<file path="config.mk">
export PLATFORM = sky130hd
export DESIGN_NAME = lilc_line_interface_control
export DESIGN_NICKNAME = d
export VERILOG_FILES = /design/src/lilc_pkg.sv /design/src/lilc_line_interface_control.sv
export VERILOG_INCLUDE_DIRS = /design/src
export SDC_FILE = /design/constraint.sdc
export NUM_CORES = 1
export LEC_CHECK = 0
export ABC_AREA = 1
export BUFFER_PORTS_ARGS = -buffer_cell sky130_fd_sc_hd__buf_2
export CORE_UTILIZATION = 30
export CTS_BUF_LIST = sky130_fd_sc_hd__clkbuf_16
export DETAILED_ROUTE_END_ITERATION = 10
export GPL_TIMING_DRIVEN = 0
export MAX_ROUTING_LAYER = met4
export PLACE_DENSITY = 0.66
export SLEW_MARGIN = 20
export SYNTH_ARGS = -nofsm -noshare
export SYNTH_HDL_FRONTEND = slang
export SYNTH_SLANG_ARGS = --single-unit
</file>
<file path="constraint.sdc">
create_clock -name clk_sys_i -period 1.01 [get_ports clk_sys_i]
set_input_delay 0 -clock clk_sys_i [delete_from_list [all_inputs] [get_ports clk_sys_i]]
set_output_delay 0 -clock clk_sys_i [all_outputs]
set_load 0.005 [all_outputs]
</file>
<file path="src/lilc_regs.svh">
`ifndef LILC_REGS_SVH
`define LILC_REGS_SVH

// register index; byte address is four times the index
`define LILC_LIC_INDEX      12'h0101
`define LILC_LIC_ADDR       14'h0404
`define LILC_LIC_RESET      8'h00
`define LILC_FORCE_BIT      7
`define LILC_SRAIL_BIT      6
`define LILC_LB_HI          5
`define LILC_LB_LO          4
`define LILC_RSV_HI         3
`define LILC_RSV_LO         2
`define LILC_ALL_ONES       2'h3

`endif

</file>
<file path="src/lilc_pkg.sv">
package lilc_pkg;
	typedef enum logic [1:0] {
		LILC_LB_NORMAL  = 2'b00,
		LILC_LB_LOCAL   = 2'b01,
		LILC_LB_REMOTE  = 2'b10,
		LILC_LB_PAYLOAD = 2'b11
	} lilc_loopback_e;

	typedef logic [13:0] lilc_addr_t;
	typedef logic [7:0]  lilc_ctrl_t;
endpackage

</file>
<file path="src/lilc_line_interface_control.sv">
// Implementation choice: the Avalon-MM interface to the registers.
`timescale 1ns/1ns
`default_nettype none
`include "lilc_regs.svh"

module lilc_line_interface_control (
	input  wire logic                  clk_sys_i,
	input  wire logic                  arst_n_i,
	input  wire lilc_pkg::lilc_addr_t  avs_address_i,
	input  wire logic                  avs_read_i,
	input  wire logic                  avs_write_i,
	input  wire logic [31:0]           avs_writedata_i,
	input  wire logic [3:0]            avs_byteenable_i,
	output logic [31:0]                avs_readdata_o,
	output logic                       avs_waitrequest_o,
	output logic [1:0]                 avs_response_o,
	input  wire logic                  liu_single_rail_i,
	input  wire logic [1:0]            tx_pcm_i,
	input  wire logic [1:0]            tx_framed_i,
	input  wire logic [1:0]            rx_line_decoded_i,
	input  wire logic [1:0]            rx_slot_i,
	output logic [1:0]                 rx_pcm_o,
	output logic [1:0]                 tx_framer_in_o,
	output logic [1:0]                 tx_encoder_in_o,
	output logic                       rx_framer_bypass_o,
	output logic                       single_rail_o,
	output logic                       force_signal_loss_pattern_o,
	output lilc_pkg::lilc_loopback_e   loopback_select_o
);
	import lilc_pkg::*;

	lilc_ctrl_t     ctrl_reg;
	lilc_ctrl_t     ctrl_next;
	logic           ack_reg;
	logic           ack_next;
	logic [31:0]    rdata_reg;
	logic [31:0]    rdata_next;
	logic [1:0]     resp_reg;
	logic [1:0]     resp_next;
	logic           srail_s1_reg;
	logic           srail_s2_reg;
	logic [1:0]     rx_pcm_reg;
	logic [1:0]     rx_pcm_next;
	logic [1:0]     tx_fr_reg;
	logic [1:0]     tx_fr_next;
	logic [1:0]     tx_enc_reg;
	logic [1:0]     tx_enc_next;
	lilc_loopback_e lb;
	logic           req;
	logic           hit;

	// unit single-rail setting comes from another block's timing
	always_ff @(posedge clk_sys_i or negedge arst_n_i) begin
		if (!arst_n_i) begin
			srail_s1_reg <= 1'b0;
			srail_s2_reg <= 1'b0;
		end else begin
			srail_s1_reg <= liu_single_rail_i;
			srail_s2_reg <= srail_s1_reg;
		end
	end

	assign req = (avs_read_i || avs_write_i) && !ack_reg;
	assign hit = (avs_address_i == `LILC_LIC_ADDR);
	assign lb  = lilc_loopback_e'(ctrl_reg[`LILC_LB_HI:`LILC_LB_LO]);

	// one wait cycle per access; ack drops waitrequest for one edge
	always_comb begin
		ctrl_next  = ctrl_reg;
		ack_next   = req;
		rdata_next = rdata_reg;
		resp_next  = resp_reg;
		if (req) begin
			resp_next  = hit ? 2'h0 : 2'h2;
			rdata_next = 32'h0000_0000;
			if (avs_read_i && hit) begin
				rdata_next = {24'h00_0000, ctrl_reg};
			end
		end
		// write lands only on the edge that shows waitrequest low,
		// while the master still holds address and data
		if (ack_reg && avs_write_i && hit && avs_byteenable_i[0]) begin
			ctrl_next = avs_writedata_i[7:0];
			// single rail refused while the unit is dual rail
			if (!srail_s2_reg) begin
				ctrl_next[`LILC_SRAIL_BIT] = 1'b0;
			end
		end
		// unit leaving single rail pulls the framer back too
		if (!srail_s2_reg) begin
			ctrl_next[`LILC_SRAIL_BIT] = 1'b0;
		end
	end

	always_ff @(posedge clk_sys_i or negedge arst_n_i) begin
		if (!arst_n_i) begin
			ctrl_reg  <= `LILC_LIC_RESET;
			ack_reg   <= 1'b0;
			rdata_reg <= 32'h0000_0000;
			resp_reg  <= 2'h0;
		end else begin
			ctrl_reg  <= ctrl_next;
			ack_reg   <= ack_next;
			rdata_reg <= rdata_next;
			resp_reg  <= resp_next;
		end
	end

	// datapath steering; reserved bits 3:2 are not read here
	always_comb begin
		rx_pcm_next = rx_slot_i;
		tx_fr_next  = tx_pcm_i;
		tx_enc_next = tx_framed_i;
		unique case (lb)
			LILC_LB_NORMAL: begin
				rx_pcm_next = rx_slot_i;
			end
			LILC_LB_LOCAL: begin
				rx_pcm_next = tx_pcm_i;
				tx_enc_next = `LILC_ALL_ONES;
			end
			LILC_LB_REMOTE: begin
				// decoded line data feeds the encoder directly
				tx_enc_next = rx_line_decoded_i;
			end
			LILC_LB_PAYLOAD: begin
				// framer reframes on its own transmit timing
				tx_fr_next = rx_slot_i;
			end
		endcase
		// loss pattern overrides every path toward the line
		if (ctrl_reg[`LILC_FORCE_BIT]) begin
			tx_enc_next = 2'h0;
		end
	end

	always_ff @(posedge clk_sys_i or negedge arst_n_i) begin
		if (!arst_n_i) begin
			rx_pcm_reg <= 2'h0;
			tx_fr_reg  <= 2'h0;
			tx_enc_reg <= 2'h0;
		end else begin
			rx_pcm_reg <= rx_pcm_next;
			tx_fr_reg  <= tx_fr_next;
			tx_enc_reg <= tx_enc_next;
		end
	end

	assign avs_waitrequest_o           = !ack_reg;
	assign avs_readdata_o              = rdata_reg;
	assign avs_response_o              = resp_reg;
	assign rx_pcm_o                    = rx_pcm_reg;
	assign tx_framer_in_o              = tx_fr_reg;
	assign tx_encoder_in_o             = tx_enc_reg;
	assign rx_framer_bypass_o          = (lb == LILC_LB_REMOTE);
	assign single_rail_o               = ctrl_reg[`LILC_SRAIL_BIT];
	assign force_signal_loss_pattern_o = ctrl_reg[`LILC_FORCE_BIT];
	assign loopback_select_o           = lb;

	local_loop_a: assert property (@(posedge clk_sys_i) disable iff (!arst_n_i)
		lb == LILC_LB_LOCAL && !ctrl_reg[7] && $stable(lb)
		|=> rx_pcm_o == $past(tx_pcm_i) && tx_encoder_in_o == 2'h3)
		else $error("local loopback path wrong");

	force_loss_a: assert property (@(posedge clk_sys_i) disable iff (!arst_n_i)
		ctrl_reg[7] |=> tx_encoder_in_o == 2'h0)
		else $error("loss pattern not forced");

	srail_gate_a: assert property (@(posedge clk_sys_i) disable iff (!arst_n_i)
		!srail_s2_reg |=> !single_rail_o)
		else $error("single rail set while unit dual");

	normal_path_a: assert property (@(posedge clk_sys_i) disable iff (!arst_n_i)
		lb == LILC_LB_NORMAL && !ctrl_reg[7]
		|=> rx_pcm_o == $past(rx_slot_i)
		&& tx_encoder_in_o == $past(tx_framed_i))
		else $error("normal path wrong");

	remote_loop_a: assert property (@(posedge clk_sys_i) disable iff (!arst_n_i)
		lb == LILC_LB_REMOTE && !ctrl_reg[7]
		|=> tx_encoder_in_o == $past(rx_line_decoded_i))
		else $error("remote loopback path wrong");

	payload_loop_a: assert property (@(posedge clk_sys_i) disable iff (!arst_n_i)
		lb == LILC_LB_PAYLOAD |=> tx_framer_in_o == $past(rx_slot_i))
		else $error("payload loopback path wrong");

	write_store_a: assert property (@(posedge clk_sys_i) disable iff (!arst_n_i)
		avs_write_i && !avs_waitrequest_o && hit && avs_byteenable_i[0]
		|-> ##1 ctrl_reg[5:2] == $past(avs_writedata_i[5:2]))
		else $error("write not stored");

	bus_ack_a: assert property (@(posedge clk_sys_i) disable iff (!arst_n_i)
		(avs_read_i || avs_write_i) && avs_waitrequest_o
		|=> !avs_waitrequest_o)
		else $error("access not answered in one cycle");

	unmapped_a: assert property (@(posedge clk_sys_i) disable iff (!arst_n_i)
		avs_read_i && avs_waitrequest_o && !hit
		|=> avs_response_o == 2'h2 && avs_readdata_o == 32'h0000_0000)
		else $error("unmapped read answered wrongly");

	// paths each mode must leave alone
	local_frame_a: assert property (@(posedge clk_sys_i) disable iff (!arst_n_i)
		lb == LILC_LB_LOCAL |=> tx_framer_in_o == $past(tx_pcm_i))
		else $error("local loopback framer input wrong");

	remote_rx_a: assert property (@(posedge clk_sys_i) disable iff (!arst_n_i)
		lb == LILC_LB_REMOTE |=> rx_pcm_o == $past(rx_slot_i))
		else $error("remote loopback receive path wrong");

	remote_frame_a: assert property (@(posedge clk_sys_i) disable iff (!arst_n_i)
		lb == LILC_LB_REMOTE |=> tx_framer_in_o == $past(tx_pcm_i))
		else $error("remote loopback framer input wrong");

	payload_enc_a: assert property (@(posedge clk_sys_i) disable iff (!arst_n_i)
		lb == LILC_LB_PAYLOAD && !ctrl_reg[7]
		|=> tx_encoder_in_o == $past(tx_framed_i))
		else $error("payload loopback encoder path wrong");

	payload_rx_a: assert property (@(posedge clk_sys_i) disable iff (!arst_n_i)
		lb == LILC_LB_PAYLOAD |=> rx_pcm_o == $past(rx_slot_i))
		else $error("payload loopback receive path wrong");

	normal_frame_a: assert property (@(posedge clk_sys_i) disable iff (!arst_n_i)
		lb == LILC_LB_NORMAL |=> tx_framer_in_o == $past(tx_pcm_i))
		else $error("normal framer input wrong");

	bypass_mode_a: assert property (@(posedge clk_sys_i) disable iff (!arst_n_i)
		rx_framer_bypass_o == (loopback_select_o == LILC_LB_REMOTE))
		else $error("bypass not tied to remote loopback");

	// register fields follow the landed write
	force_write_a: assert property (@(posedge clk_sys_i) disable iff (!arst_n_i)
		ack_reg && avs_write_i && hit && avs_byteenable_i[0]
		|=> force_signal_loss_pattern_o == $past(avs_writedata_i[7]))
		else $error("force bit not stored");

	srail_write_a: assert property (@(posedge clk_sys_i) disable iff (!arst_n_i)
		ack_reg && avs_write_i && hit && avs_byteenable_i[0] && srail_s2_reg
		&& srail_s1_reg |=> single_rail_o == $past(avs_writedata_i[6]))
		else $error("single rail bit not stored");

	lb_write_a: assert property (@(posedge clk_sys_i) disable iff (!arst_n_i)
		ack_reg && avs_write_i && hit && avs_byteenable_i[0]
		|=> loopback_select_o == $past(avs_writedata_i[5:4]))
		else $error("loopback select not stored");

	ctrl_hold_a: assert property (@(posedge clk_sys_i) disable iff (!arst_n_i)
		!(ack_reg && avs_write_i) && srail_s2_reg |=> $stable(ctrl_reg))
		else $error("register changed without write");

	read_data_a: assert property (@(posedge clk_sys_i) disable iff (!arst_n_i)
		avs_read_i && avs_waitrequest_o && hit
		|=> avs_readdata_o == {24'h00_0000, $past(ctrl_reg)}
		&& avs_response_o == 2'h0)
		else $error("mapped read answered wrongly");

	wait_idle_a: assert property (@(posedge clk_sys_i) disable iff (!arst_n_i)
		!avs_read_i && !avs_write_i |=> avs_waitrequest_o)
		else $error("answer without request");

	ack_once_a: assert property (@(posedge clk_sys_i) disable iff (!arst_n_i)
		!avs_waitrequest_o |=> avs_waitrequest_o)
		else $error("waitrequest low for two cycles");

	write_early_a: assert property (@(posedge clk_sys_i) disable iff (!arst_n_i)
		avs_write_i && avs_waitrequest_o && srail_s2_reg |=> $stable(ctrl_reg))
		else $error("write landed before answer");
endmodule
`default_nettype wire

</file>
==> results.sh <==
export IMPL_vias_per_cell=3.82
export IMPL_maxSlewViolCount=0
export IMPL_worstSetupPathType="reg2reg"
export IMPL_dp_slack_ns=-0.142
export IMPL_clock_skew_ns=0.00188
export IMPL_leakage_uw=0.00131
export IMPL_stdcell_count=333
export IMPL_finalWirelength_um=2990
export IMPL_num_rows=24
export IMPL_io_pins=109
export IMPL_setup_tns_ns=-0.291
export IMPL_start_util=0.317
export IMPL_grt_max_degree=27
export IMPL_area_growth_pct=63.9
export IMPL_pwr_share_clk=0.373
export IMPL_rrSetupSlack_ns=-0.08
export IMPL_post_dp_hpwl_um=2100
export IMPL_violations="DRC, hold timing, setup timing"
export IMPL_vdd_drop_max_v=0.000526
export IMPL_intPower_uw=1800
export IMPL_h_tree_depth=1
export IMPL_fin_nets=349
export IMPL_first_global_vias=1219
export IMPL_yosys_warnings=0
export IMPL_tightest_slew_ns=0.586
export IMPL_cts_tree="done"
export IMPL_ys_ff_latch=26
export IMPL_diodes=0
export IMPL_syn_inst=175
export IMPL_dpl_cell_count=307
export IMPL_gp_congestion=0.715
export IMPL_clkTransAtPathRegs_ns=0.06
export IMPL_drc=8
export IMPL_required_ns=1.18
export IMPL_p_comb_frac=0.169
export IMPL_drt_iter0_markers=37
export IMPL_grt_usage=0.136
export IMPL_avgSynthCellArea_um2=8.04
export IMPL_via_count=1271
export IMPL_antenna_found_initial=0
export IMPL_status="finished with violations"
export IMPL_syn_area_um2=1410
export IMPL_fillers=416
export IMPL_min_period_ns=1.09
export IMPL_fmax_mhz=920
export IMPL_fp_dieH_um=70.5
export IMPL_grt_pass1_wl_um=5250
export IMPL_final_setup_viol_count=9
export IMPL_grt_ovfl_total=0
export IMPL_drive_above_1_share=0.495
export IMPL_die_w_um=70.5
export IMPL_max_slew_margin=0.609
export IMPL_yosysSeqAreaShare=0.462
export IMPL_switching_share=0.224
export IMPL_cts_made_buffers=3
export IMPL_cts_sinks=26
export IMPL_endpoint_kind="flop"
export IMPL_post_drt_wl_per_cell_um=8.98
export IMPL_crit_fanout=4
export IMPL_critPathArrivalTime_ns=1.26
export IMPL_synth_cell_types=19
export IMPL_p_seq_frac=0.458
export IMPL_ant_nets=0
export IMPL_portBuffers=56
export IMPL_hold_viol_final=1
export IMPL_fin_ws_ns=-0.0768
export IMPL_whs_ns=-0.000136
export IMPL_most_common_layout_cells="55 x buf_2, 38 x nand2_1, 27 x buf_4, 25 x conb_1, 24 x dfrtp_1"
export IMPL_rsz0062_at_grt="yes"
export IMPL_first_pass_iters=7
export IMPL_switching_power_uw=519
export IMPL_cts_root_buffer="clkbuf_16"
export IMPL_dieArea_um2=4970
export IMPL_clockBufferDepth=2
export IMPL_clock_latency_ns=0.26
export IMPL_fin_crit_sh=1.08
export IMPL_cap_violations=0
export IMPL_start_kind="flop"
export IMPL_final_common_cell="buf_2"
export IMPL_holdCritPathClass="in2reg"
export IMPL_power_density_nw_per_um2=1010
export IMPL_final_core_util=0.519
export IMPL_core_area_um2=4440
==> power by group through the flow <==
stage                     registers, uW  clock network, uW  logic [uW]
after global routing               1060                922         436
final                              1060                866         391
after floorplan                    1080                  0         162
after global placement             1080                  0         275
after CTS                          1060                883         358
after detailed placement           1080                  0         278
==> layer usage <==
layer  part of all wire  GRT usage  wire length (um)  up-vias
li1                   -          -                 -      681
met4             0.0097     0.0476                29        0
met3              0.048     0.0188               144        2
met5                  0          -                 0        -
met1               0.41      0.156              1210      555
met2               0.54      0.241              1610       33
==> critical path, stage by stage, from the launching register on <==
cell	delay, ns
dfrtp_2	0.44
ha_4	0.31
nor2_4	0.05
a221oi_2	0.20
==> timing repair <==
| action | in CTS | in global routing |
|---|---|---|
| resized for setup | 16 | 36 |
| cloned | 1 | 1 |
| hold buffers | 16 | 0 |
| hold endpoints to repair | 40 | 0 |
| setup endpoints to repair | 18 | 22 |
| pin swaps | 2 | 8 |
| buffers inserted | 5 | 0 |
==> final cells by class <==
class | instances | area, um^2 | area share
clock buffer | 3 | 75.1 | 0.0325
buffer | 29 | 229 | 0.0992
inverter | 26 | 97.6 | 0.0423
multi-input combinational | 118 | 666 | 0.289
timing repair buffer | 79 | 522 | 0.226
tap | 52 | 65.1 | 0.0282
sequential | 26 | 653 | 0.283
==> cell families after synthesis <==
group | synth area share
buffers and inverters | 0.225
adders and majority gates | 0.0267
and+or+nand+nor | 0.246
DFF | 0.462
AOI/OAI and AO/OA | 0.0373
other | 0.00266
==> through the flow <==
step	total power (uW)	cell area, um^2
after floorplan	1240	1520
after global placement	1360	1860
after detailed placement	1360	1860
after CTS	2300	2200
after global routing	2420	2310
final	2320	2310
==> cells in the mapped netlist <==
cell      count  area share
nor2_4        2       0.016
a31oi_1       1      0.0044
or2_4         1      0.0062
a21oi_1       2      0.0071
conb_1        1      0.0027
inv_1        26       0.069
o21ai_2       1      0.0062
nor2_1       34       0.091
a221oi_1      2       0.012
nor2_2        1      0.0044
nand3_4       1       0.012
ha_1          3       0.027
buf_2         1      0.0036
buf_4        27        0.14
buf_6         1      0.0080
dfrtp_1      26        0.46
nand2_1      42        0.11
o21ai_0       2      0.0071
nand4_1       1      0.0044
==> path summary, 6_finish.rpt <==
check / depth (start not counted) / start / to
max in group asynchronous: 2 / arst_n_i / ctrl_reg[5]
min in group asynchronous: 2 / arst_n_i / ctrl_reg[6]
worst min register to register: 0 / srail_s1_reg / srail_s2_reg
worst max-delay path: 3 / ctrl_reg[5] / tx_encoder_in_o[1]
worst min-delay path: 3 / rx_line_decoded_i[0] / tx_encoder_in_o[0]
worst max register to register: 3 / ctrl_reg[5] / tx_encoder_in_o[1]
(Power assumes the default switching activity.)
